### config.mk
export PLATFORM = sky130hd
export DESIGN_NAME = dacc_top
export DESIGN_NICKNAME = d
export VERILOG_FILES = /design/src/core/dacc_pkg.sv /design/src/core/dacc_top.sv
export SDC_FILE = /design/constraint.sdc
export NUM_CORES = 2
export LEC_CHECK = 0
export BUFFER_PORTS_ARGS = -buffer_cell sky130_fd_sc_hd__buf_2
export CORE_MARGIN = 8
export CORE_UTILIZATION = 40
export DETAILED_ROUTE_END_ITERATION = 12
export GPL_ROUTABILITY_DRIVEN = 0
export PLACE_DENSITY = 0.54
export SYNTH_ARGS = -nofsm -noshare
export SYNTH_HDL_FRONTEND = slang
export SYNTH_SLANG_ARGS = --single-unit
### constraint.sdc
create_clock -name I_SYS_CLK -period 5.4 [get_ports I_SYS_CLK]
set_input_delay 0.27 -clock I_SYS_CLK [delete_from_list [all_inputs] [get_ports I_SYS_CLK]]
set_output_delay 0.27 -clock I_SYS_CLK [all_outputs]
set_load 0.01 [all_outputs]
### src/core/dacc_pkg.sv
// Constants, field layouts and state type of the dual array capture/compare unit
package dacc_pkg;

    // ************************************************************
    // Geometry
    // ************************************************************
    localparam int          NCH      = 32;              // Channels over both arrays
    localparam int          NTMR     = 4;               // Two time bases per array
    localparam int          ARR_CH   = 16;              // Registers per array
    localparam int          DBL_OFS  = 8;               // Partner distance in double mode
    localparam logic [31:0] PIN_MASK = 32'h0FFF_FFFF;   // Channels that own a pin
    localparam logic [15:0] TMR_TOP  = 16'hFFFF;        // Count value before overflow

    // ************************************************************
    // Register offsets (byte addresses)
    // ************************************************************
    localparam logic [11:0] A_CTRL = 12'h000;   // Bit 0: staggered mode
    localparam logic [11:0] A_TMR  = 12'h010;   // Four timer values
    localparam logic [11:0] A_RLD  = 12'h020;   // Four reload values
    localparam logic [11:0] A_TCFG = 12'h030;   // Four timer configurations
    localparam logic [11:0] A_STS  = 12'h040;   // Sticky event status, read only
    localparam logic [11:0] A_IEN  = 12'h044;   // Interrupt enable
    localparam logic [11:0] A_ICLR = 12'h048;   // Write one to clear status
    localparam logic [11:0] A_CHV  = 12'h080;   // 32 channel values
    localparam logic [11:0] A_CHM  = 12'h100;   // 32 channel modes
    localparam logic [11:0] A_END  = 12'h180;   // First unmapped address above

    // ************************************************************
    // Timer configuration fields
    // ************************************************************
    localparam int          TC_SEL_LSB = 0;     // Clock select, 3 bits
    localparam int          TC_RUN     = 3;     // Counter runs
    localparam logic [2:0]  CS_AUX     = 3'h4;  // Auxiliary timer overflow
    localparam logic [2:0]  CS_EXT     = 3'h5;  // External count input
    localparam int          PRE_STEP   = 2;     // Prescale grows by 4 per select step
    localparam logic [2:0]  STAG_PHASE = 3'h7;  // Staggered slot, one in eight

    // ************************************************************
    // Channel mode fields
    // ************************************************************
    localparam int          CM_TSEL     = 0;    // Time base a or b
    localparam int          CM_FN_LSB   = 1;    // Function, 3 bits
    localparam int          CM_EDGE_LSB = 4;    // Capture edge, 2 bits
    localparam int          CM_SINGLE   = 6;    // Single event
    localparam int          CM_DOUBLE   = 7;    // Double register master
    localparam logic [2:0]  FN_OFF      = 3'h0;
    localparam logic [2:0]  FN_CAP      = 3'h1;
    localparam logic [2:0]  FN_CMP0     = 3'h2;
    localparam logic [2:0]  FN_CMP1     = 3'h3;
    localparam logic [2:0]  FN_CMP2     = 3'h4;
    localparam logic [2:0]  FN_CMP3     = 3'h5;

    // ************************************************************
    // State
    // ************************************************************
    typedef struct packed {
        logic [3:0][15:0]  tmr;
        logic [3:0][15:0]  rld;
        logic [3:0][7:0]   tcfg;
        logic              stag;
        logic [7:0]        pre;
        logic [3:0]        upd;
        logic [3:0]        ovf;
        logic [31:0][15:0] chv;
        logic [31:0][7:0]  chm;
        logic [31:0]       done;
        logic [31:0]       spent;
        logic [31:0]       pout;
        logic [31:0]       pin_q;
        logic [1:0]        ext_q;
        logic [31:0]       sts;
        logic [31:0]       ien;
        logic [31:0]       rdata;
        logic              slverr;
    } dacc_state_s;

    localparam dacc_state_s ST_RST = '0;    // Everything idle and cleared

endpackage

### src/core/dacc_top.sv
// Dual array capture/compare unit with APB register access
//
// The implementer's own choices: the APB register port and the register offsets.

// How it works
// - 32 channels, single-cycle or staggered resolution
// - Two 16-bit timers per array, each reloadable
// - Timer clock: prescaler or auxiliary overflow
// - First timer per array takes external counts
// - 16 registers per array, timer and function selectable
// - Twelve second-array registers own a pin
// - Mode 0: interrupt only, many per period
// - Mode 1: pin toggles on every match
// - Mode 2: interrupt only, once per period
// - Mode 3: set on match, clear on overflow
// - Double mode: two registers toggle one pin
// - Single event option stops a compare channel after one match
// - Capture latches assigned timer on pin event
// - Each capture raises its own interrupt
// - Capture edge: rising, falling or both
// - Compare registers checked against timer on each timer tick
module dacc_top
    import dacc_pkg::*;
(
    // Clock and reset
    input  wire logic        I_SYS_CLK,
    input  wire logic        I_RST,
    // APB slave
    input  wire logic        I_PSEL,
    input  wire logic        I_PENABLE,
    input  wire logic        I_PWRITE,
    input  wire logic [11:0] I_PADDR,
    input  wire logic [31:0] I_PWDATA,
    output logic      [31:0] O_PRDATA,
    output logic             O_PREADY,
    output logic             O_PSLVERR,
    // Timer clock sources
    input  wire logic        I_AUX_OVF,
    input  wire logic [1:0]  I_EXT_COUNT,
    // Channel pins
    input  wire logic [31:0] I_CC_PIN,
    output logic      [31:0] O_CC_PIN,
    output logic      [31:0] O_CC_PIN_OE_N,
    // Interrupt
    output logic             O_IRQ
);

    // ************************************************************
    // Decoding helpers
    // ************************************************************

    // Timer index owned by a channel: array picks the pair, mode bit the member
    function automatic logic [1:0] tsel(input int c, input logic [7:0] m);
        tsel = {(c >= ARR_CH), m[CM_TSEL]};
    endfunction

    // Function field of a channel mode
    function automatic logic [2:0] fn_of(input logic [7:0] m);
        fn_of = m[CM_FN_LSB +: 3];
    endfunction

    // Any of the compare functions
    function automatic logic is_cmp(input logic [7:0] m);
        is_cmp = (fn_of(m) >= FN_CMP0) && (fn_of(m) <= FN_CMP3);
    endfunction

    // Pin is an output for this mode
    function automatic logic drives(input logic [7:0] m);
        drives = (fn_of(m) == FN_CMP1) || (fn_of(m) == FN_CMP3)
               || (is_cmp(m) && m[CM_DOUBLE]);
    endfunction

    // Address map check; the low two address bits are ignored
    function automatic logic addr_ok(input logic [11:0] a);
        addr_ok = (a[11:2] == A_CTRL[11:2])
               || ((a >= A_TMR) && (a < A_ICLR + 12'h004))
               || ((a >= A_CHV) && (a < A_END));
    endfunction

    // ************************************************************
    // State
    // ************************************************************
    dacc_state_s s;
    dacc_state_s n;

    logic [31:0] hit;
    logic [31:0] evt;
    logic [31:0] rise;
    logic [31:0] fall;
    logic [31:0] clr;
    logic [3:0]  tick;
    logic [1:0]  ext_edge;
    logic [7:0]  pmask;
    logic [2:0]  csel;
    logic [1:0]  t;
    logic [2:0]  f;
    logic        tgl;
    logic        once;
    logic        wr;
    logic        rd_setup;
    logic [4:0]  ci;
    logic [1:0]  ti;

    // ************************************************************
    // Next state
    // ************************************************************
    always_comb begin
        n        = s;
        hit      = '0;
        evt      = '0;
        tick     = '0;
        clr      = '0;
        pmask    = '0;
        csel     = '0;
        t        = '0;
        f        = '0;
        tgl      = 1'b0;
        once     = 1'b0;
        wr       = I_PSEL && I_PENABLE && I_PWRITE;
        rd_setup = I_PSEL && !I_PENABLE;
        ci       = I_PADDR[6:2];
        ti       = I_PADDR[3:2];
        ext_edge = I_EXT_COUNT & ~s.ext_q;
        rise     = I_CC_PIN & ~s.pin_q;
        fall     = ~I_CC_PIN & s.pin_q;
        n.ext_q  = I_EXT_COUNT;
        n.pin_q  = I_CC_PIN;
        n.pre    = s.pre + 8'h01;

        // Time bases; staggered mode passes prescaled ticks only in the one slot in eight set by STAG_PHASE
        for (int k = 0; k < NTMR; k++) begin
            csel  = s.tcfg[k][TC_SEL_LSB +: 3];
            pmask = 8'((1 << (PRE_STEP * int'(csel))) - 1);
            if (csel < CS_AUX) begin
                tick[k] = ((s.pre & pmask) == pmask)
                       && (!s.stag || s.pre[2:0] == STAG_PHASE);
            end else if (csel == CS_AUX) begin
                tick[k] = I_AUX_OVF;
            end else if (csel == CS_EXT && k % 2 == 0) begin
                tick[k] = ext_edge[k / 2];
            end
            tick[k]  = tick[k] && s.tcfg[k][TC_RUN];
            n.upd[k] = tick[k];
            n.ovf[k] = tick[k] && (s.tmr[k] == TMR_TOP);
            if (tick[k]) begin
                n.tmr[k] = (s.tmr[k] == TMR_TOP) ? s.rld[k] : s.tmr[k] + 16'h0001;
            end
        end

        // Software writes; a timer write wins over its tick
        if (wr) begin
            if (I_PADDR[11:2] == A_CTRL[11:2]) n.stag = I_PWDATA[0];
            if (I_PADDR[11:4] == A_TMR[11:4])  n.tmr[ti]  = I_PWDATA[15:0];
            if (I_PADDR[11:4] == A_RLD[11:4])  n.rld[ti]  = I_PWDATA[15:0];
            if (I_PADDR[11:4] == A_TCFG[11:4]) n.tcfg[ti] = I_PWDATA[7:0];
            if (I_PADDR[11:2] == A_IEN[11:2])  n.ien = I_PWDATA;
            if (I_PADDR[11:2] == A_ICLR[11:2]) clr   = I_PWDATA;
            if (I_PADDR[11:7] == A_CHV[11:7])  n.chv[ci] = I_PWDATA[15:0];
            if (I_PADDR[11:7] == A_CHM[11:7]) begin
                n.chm[ci]   = I_PWDATA[7:0];
                n.done[ci]  = 1'b0;    // Rewriting a mode rearms the channel
                n.spent[ci] = 1'b0;
            end
        end

        // Compare matches, evaluated on every timer tick
        for (int c = 0; c < NCH; c++) begin
            t    = tsel(c, s.chm[c]);
            f    = fn_of(s.chm[c]);
            once = (f == FN_CMP2) || (f == FN_CMP3);
            hit[c] = is_cmp(s.chm[c]) && s.upd[t] && (s.chv[c] == s.tmr[t])
                  && !s.spent[c] && !(once && s.done[c]);
        end

        // Channel actions
        for (int c = 0; c < NCH; c++) begin
            t = tsel(c, s.chm[c]);
            f = fn_of(s.chm[c]);
            // Overflow opens a new period and ends a mode 3 pulse
            if (s.ovf[t] && is_cmp(s.chm[c])) begin
                n.done[c] = 1'b0;
                if (f == FN_CMP3) n.pout[c] = 1'b0;
            end
            tgl = hit[c] && ((f == FN_CMP1) || s.chm[c][CM_DOUBLE]);
            if (c % ARR_CH < DBL_OFS && s.chm[c][CM_DOUBLE] && is_cmp(s.chm[c])) begin
                tgl = tgl ^ hit[c + DBL_OFS];
            end
            if (tgl) n.pout[c] = ~s.pout[c];
            if (hit[c]) begin
                evt[c]    = 1'b1;
                n.done[c] = 1'b1;
                if (f == FN_CMP3) n.pout[c] = 1'b1;
                if (s.chm[c][CM_SINGLE]) n.spent[c] = 1'b1;
            end
            // Capture on the selected pin transition
            if (f == FN_CAP && PIN_MASK[c]
                && ((s.chm[c][CM_EDGE_LSB] && rise[c])
                 || (s.chm[c][CM_EDGE_LSB + 1] && fall[c]))) begin
                n.chv[c] = s.tmr[t];
                evt[c]   = 1'b1;
            end
        end

        // Sticky status: a new event wins over a clear in the same cycle
        n.sts = (s.sts & ~clr) | evt;

        // Read data is latched during the setup phase for the access phase
        if (rd_setup) begin
            n.slverr = !addr_ok(I_PADDR);
            n.rdata  = '0;
            case (I_PADDR[11:7])
                A_CHV[11:7]: n.rdata = {16'h0000, s.chv[ci]};
                A_CHM[11:7]: n.rdata = {24'h00_0000, s.chm[ci]};
                A_CHM[11:7] + 5'h01: n.rdata = '0;
                default: begin
                    case (I_PADDR[11:4])
                        A_CTRL[11:4]: n.rdata = (I_PADDR[3:2] == 2'b00)
                                              ? {31'h0000_0000, s.stag} : '0;
                        A_TMR[11:4]:  n.rdata = {16'h0000, s.tmr[ti]};
                        A_RLD[11:4]:  n.rdata = {16'h0000, s.rld[ti]};
                        A_TCFG[11:4]: n.rdata = {24'h00_0000, s.tcfg[ti]};
                        A_STS[11:4]:  n.rdata = (I_PADDR[3:2] == 2'b00) ? s.sts
                                              : (I_PADDR[3:2] == 2'b01) ? s.ien : '0;
                        default:      n.rdata = '0;
                    endcase
                end
            endcase
        end
    end

    // ************************************************************
    // Registers
    // ************************************************************
    always_ff @(posedge I_SYS_CLK) begin
        if (I_RST) begin
            s <= ST_RST;
        end else begin
            s <= n;
        end
    end

    // ************************************************************
    // Outputs
    // ************************************************************

    // Zero wait states keep the slave simple; data comes from the setup latch
    assign O_PREADY  = 1'b1;
    assign O_PRDATA  = s.rdata;
    assign O_PSLVERR = I_PSEL && I_PENABLE && s.slverr;
    assign O_IRQ     = |(s.sts & s.ien);

    // Pin drivers; channels without a pin stay released
    for (genvar g = 0; g < NCH; g++) begin : g_pin
        assign O_CC_PIN[g]      = s.pout[g] && PIN_MASK[g];
        assign O_CC_PIN_OE_N[g] = !(drives(s.chm[g]) && PIN_MASK[g]);
    end

endmodule

; ---- After elaboration in Yosys (flattened, before gate mapping)
; Index checks and enable logic that the tools add are counted.
[word_totals]
regBits = 1168
in_bits = 84
wordCells = 1953
[classes]
addsub = 9
magnitude_cmp = 108
n_eq_ne = 181
shift = 4
n_mux = 642
bitwise_logic = 65
reduce_logical = 824
[op_table]
columns = op, n
row1 = $mux W16, 105
row2 = $mux W768, 1
row3 = $bwmux W512, 1
row4 = $eq A16 B16 Y1, 32
row5 = $mux W1, 505
row6 = $mux W448, 1
row7 = $logic_and A1 B1 Y1, 388
row8 = $mux W320, 1
row9 = $bwmux W256, 1
row10 = $eq A3 B3 Y1 const B, 71
row11 = $reduce_bool A3 Y1, 64
row12 = $mux W161, 1
row13 = $mux W32, 5
row14 = $pmux W32 S5, 1
row15 = $logic_or A1 B1 Y1, 151
row16 = $reduce_and A2 Y1, 66
row17 = $and A32 B32 Y32, 4
row18 = $bwmux W64, 2
row19 = $mux W64, 2
row20 = $reduce_bool A2 Y1, 56
row21 = $eq A3 B2 Y1 const B, 32
row22 = $ge A3 B2 Y1 const B, 32
row23 = $le A3 B3 Y1 const B, 32
row24 = $pmux W32 S3, 1
row25 = 49 further kinds, 278

; ---- Longest topological paths before layout
[depth]
word_depth = 12
depth_mapped = 12

; ---- Worst setup path before layout
; Ideal clock, no wire load.
[synth_timing]
kind = register to register
startpoint = reg s[261] (netlist bit)
endpoint = reg s (netlist bit O_CC_PIN[4])
t_arrival_ps = 2511
t_required_ps = 5330
slack_ps = 2819
path_stages_with_launch = 11
path_buffers = 0
cell_sequence = dfxtp_1 > inv_1 > ha_1 > a2111o_1 > nor4_1 > nand4_1 > nor4_4 > nand4b_1 > mux2i_1 > mux2_2 > a21oi_1
[synth_via]
elab_chain_len = 12
elab_cells_between_ends = 24
classes_between = order compare: 2 / eq/ne: 3 / mux: 6 / bitwise: 1 / reduce/logical: 12
[synth_rtl]
columns = item, line
row1 = "start, declared", dacc_top.sv:83  ; dacc_state_s s;
row2 = "start signal, assigned", dacc_top.sv:238  ; s <= n;
row3 = $ge A3 B2 Y1 / $le A3 B3 Y1 (equally long branches), dacc_top.sv:64  ; is_cmp = (fn_of(m) >= FN_CMP0) && (fn_of(m) <= FN_CMP3);
row4 = $logic_and A1 B1 Y1, dacc_top.sv:64
row5 = $logic_and A1 B1 Y1 (2 in series), dacc_top.sv:171  ; hit[c] = is_cmp(s.chm[c]) && s.upd[t] && (s.chv[c] == s.tmr[t])
row6 = $logic_and A1 B1 Y1 (2 in series), dacc_top.sv:172  ; && !s.spent[c] && !(once && s.done[c]);
row7 = $logic_and A1 B1 Y1, dacc_top.sv:184  ; tgl = hit[c] && ((f == FN_CMP1) || s.chm[c][CM_DOUBLE]);
row8 = $xor A1 B1 Y1, dacc_top.sv:186  ; tgl = tgl ^ hit[c + DBL_OFS];
row9 = $mux W1, dacc_top.sv:185  ; if (c % ARR_CH < DBL_OFS && s.chm[c][CM_DOUBLE] && is_cmp(s.chm[c])) begin
row10 = $mux W1, dacc_top.sv:188  ; if (tgl) n.pout[c] = ~s.pout[c];
row11 = $mux W1, dacc_top.sv:192  ; if (f == FN_CMP3) n.pout[c] = 1'b1;
row12 = $mux W1 (*), dacc_top.sv:189  ; if (hit[c]) begin
; Every way passes the cells marked *; elsewhere a longest branch is shown, timed or not.
; A chain may end at the register's enable or synchronous reset.

; ---- Worst setup path in the final report
[layout_timing]
startpoint = reg s[363] (netlist bit)
endpoint = reg s[82] (netlist bit)
[layout_via]
elab_chain_len = 9
elab_cells_between_ends = 12
classes_between = eq/ne: 1 / mux: 6 / bitwise: 1 / reduce/logical: 4
[layout_rtl]
columns = item, line
row1 = $mux W16 (implied by the code) / $mux W1 (equally long branches) (2 in series), dacc_top.sv:171
row2 = $eq A16 B16 Y1 / $logic_and A1 B1 Y1 (equally long branches), dacc_top.sv:171
row3 = $logic_and A1 B1 Y1 (*), dacc_top.sv:171
row4 = $logic_and A1 B1 Y1 (*) (2 in series), dacc_top.sv:172
row5 = $mux W1 (*), dacc_top.sv:189
row6 = $mux W1 (*), dacc_top.sv:196  ; if (f == FN_CAP && PIN_MASK[c]
row7 = $or A32 B32 Y32 (*), dacc_top.sv:205  ; n.sts = (s.sts & ~clr) | evt;
; Every way passes the cells marked *; elsewhere a longest branch is shown, timed or not. The select of a mux whose other input is x is not followed.

==> flow_summary.json <==
{
  "status": "finished, final reports clean",
  "syn2layout_area_growth_pct": 11.24,
  "drt.antenna.violating_nets": 0,
  "gr-total-overflow": 0,
  "core.rowCount": 155,
  "cts_sinks": 1162,
  "tightest_slew_ns": 1.356,
  "numCtsBuffers": 140,
  "synth_async_sr_flop_share": 0,
  "die_w_um": 440.4,
  "post_synth.cell_area_avg_um2": 8.287,
  "cts_max_level": 4,
  "critPathMaxFanout": 11,
  "cp_data_required_time_ns": 6.02,
  "crit_top_cell": "buf_4",
  "pre_cts_ws_ns": 1.439,
  "layout.nets": 8610,
  "multi_input_area_mm2": 0.04512,
  "cts_buffer_depth": 3,
  "finalHoldViolCount": 0,
  "die_area_mm2": 0.1939,
  "ys_seq_elements": 1162,
  "cts-hold-fix-buffers": 56,
  "drt_wl_total_mm": 348.8,
  "grt_use_total": 0.3420,
  "cts_root_buf": "clkbuf_16",
  "layout_common_cells": "nand2_1 (1625), dfxtp_1 (1154), a21oi_1 (836)",
  "synthCells": 8693,
  "synth_edf_count": 0,
  "grt_antenna_before_repair": 19,
  "setup_viol": 0,
  "drt_first_pass_iters": 10,
  "finalCritPeriodShare": 0.7653,
  "hold_class": "primary input to register",
  "final_layout_size_suffix_gt1_frac": 0.1561,
  "synthAdderAreaFrac": 0.004342,
  "finClkSkew_ns": 0.04498,
  "synth_top_family_by_area": "simple AND/OR/NAND/NOR gates",
  "ys_warn_count": 0,
  "reg2reg_depth": 9,
  "reg2reg_from": "s[363]$_SDFFE_PP0P_",
  "final_common_cell": "nand2_1",
  "ys_seq_area_frac": 0.3229,
  "rsz0062_at_grt": "no",
  "seqCellArea_mm2": 0.02327,
  "drv_cap": 0,
  "route.vias.total": 71610,
  "slew-limit-headroom": 0.09262,
  "ys_types": 84,
  "synth_area_leaders": "dfxtp_1 (32%), mux2i_1 (8.9%), nand2_1 (8.5%)",
  "fill_cells": 17360,
  "cts_tree": "yes",
  "cts_resized": 0,
  "grt_pass1_wl_mm": 489.6,
  "grt_start_max_net_pins": 193,
  "fmax_mhz": 242.0,
  "power_density_mw_per_mm2": 243.5,
  "max_stage_delay_ns": 0.93,
  "netlist_area_mm2": 0.07204,
  "ioPinCount": 183,
  "grt_pass1_vias": 65680,
  "crit_type": "register to register",
  "endpoint": "s[82]$_SDFF_PP0_",
  "synth_top_cell_by_area": "dfxtp_1",
  "clk_pin_slew_worst_paths_ns": 0.06,
  "routed_via_density": 6.526,
  "dpl.hpwl_mm": 241.1,
  "drt_iter0_markers": 10760,
  "postCtsSetupRepairBufs": 0,
  "synth.area.mux_share": 0.1900,
  "r2r_end": "s[82]$_SDFF_PP0_",
  "io_buffers": 167,
  "drc": 0,
  "cp_cell_sequence": "buf_4 > mux2i_1 > xnor2_1 > nor4_1 > nand3_1 > nor4_2 > buf_4 > inv_1 > a31oi_1",
  "die_height_um": 440.4,
  "synthSimpleGateAreaFrac": 0.2097,
  "wl_per_cell_um": 31.78,
  "startpoint_type": "register",
  "critical_path_arrival_ns": 4.76,
  "r2r_setup_slack_ns": 1.27,
  "clk_latency_ns": 0.86,
  "fin_hold_ws_ns": 0.03247,
  "coreArea_mm2": 0.1786,
  "synth_xor_area_frac": 0.06650,
  "end_kind": "register",
  "synth_top_area_share": 0.3229,
  "slowest_stage": "a31oi_1",
  "power_leakage_nw": 24.88,
  "drv_slew": 0,
  "vdd_drop_max_v": 0.0003564,
  "finalCriticalPeriod_ns": 4.133,
  "fin_setup_tns_ns": 0,
  "start_util": 0.4033,
  "crit_start": "s[363]$_SDFFE_PP0P_",
  "synth_compound_area_frac": 0.1528,
  "fin_ws_ns": 1.267,
  "fin_util": 0.4487,
  "synthFlopType": "dfxtp_1"
}
worst max-delay path: cells and delay by family, from the launching register on:
kind            cells  cell delay, ns
flops               1            0.82
xor+xnor            1            0.17
compound gates      1            0.93
mux                 1            0.45
simple gates        3            0.87
buf+inv             3            0.66
worst min path at each step:
stage / from / slack [ns] / to / cells after the start
finish: I_PADDR[10] / 0.03 / s[0]$_SDFFE_PP0P_ / 4
global route: I_PADDR[10] / 0.02 / s[0]$_SDFFE_PP0P_ / 4
CTS: I_PENABLE / 0.0005 / O_PRDATA[4]$_SDFFE_PP0P_ / 4
floorplan: I_CC_PIN[1] / 0.40 / s[100]$_SDFF_PP0_ / 1
global placement: f[0]$_SDFFE_PP0P_ / 0.44 / f[0]$_SDFFE_PP0P_ / 2
detailed placement: s[479]$_SDFFE_PP0P_ / 0.45 / s[479]$_SDFFE_PP0P_ / 2
where the power goes:
| group | total, mW | switching, mW | internal [mW] |
|---|---|---|---|
| logic | 0.922 | 0.710 | 0.212 |
| clock network | 9.98 | 4.26 | 5.72 |
| registers | 8.61 | 0.0203 | 8.59 |
layer usage:
| layer | share of wire | vias to the layer above | wire [um] | GRT usage |
|---|---|---|---|---|
| met3 | 0.14 | 1029 | 47890 | 0.1289 |
| li1 | - | 30620 | - | - |
| met2 | 0.40 | 4826 | 139100 | 0.4756 |
| met4 | 0.077 | 22 | 26790 | 0.2196 |
| met1 | 0.39 | 35120 | 134700 | 0.4405 |
| met5 | 0.00061 | - | 214 | 0.005038 |
cells by family after synthesis:
group / Yosys count
fa+ha+maj: 25
other cells: 2
simple gates: 3209
xor+xnor: 547
compound gates: 1779
flops: 1162
buf+inv: 914
mux: 1055
state kept, by name, indices dropped and copies added, names as in the netlist:
name / flops
O_CC_PIN: 28
csel: 3
s: 1096
O_PRDATA: 32
f: 3
cell type report:
class	instances	share of cell area
diodes	9	0.0002810
clock buffers	206	0.05132
clock inverters	44	0.008056
inverters	62	0.002904
multi-input cells	6624	0.5631
flip-flops and latches	1162	0.2904
well taps	2355	0.03677
repair buffers	511	0.04721
synthesized netlist by cell type (8+ instances only):
cell type,n
mux4_2,232
o21bai_1,11
nor4_1,106
nor2_1,399
nor3_1,107
nand2b_1,22
a311oi_1,248
o2111ai_1,10
a221oi_1,36
nand2_1,1627
nor4b_1,8
nand4b_1,17
nand3_1,175
xnor2_1,384
buf_2,91
mux2_1,17
dfxtp_1,1162
o21ai_0,244
nor3b_1,21
buf_1,42
buf_4,83
nand4_1,63
nand3b_1,49
or2_2,173
a21oi_1,836
clkbuf_1,635
ha_1,25
a22oi_1,154
or4_1,22
or3_1,10
nor2_2,10
and3b_1,8
mux2i_1,642
mux2_2,164
inv_1,62
o211ai_1,40
o21ai_1,15
a31oi_1,55
and3_1,239
a211oi_1,40
nor2_4,10
a2111oi_0,19
nor4_2,10
xor2_1,163
nor2b_1,91
per-stage QoR:
stage	cell area (um^2)	instances	power, mW
after floorplan	72070	8700	9.271
after global placement	74790	10660	9.649
after detailed placement	74790	10660	9.653
after CTS	80110	10960	19.53
after global routing	80120	10970	19.89
final	80140	10970	19.51
Note: power is estimated with default switching activity, not from simulation.
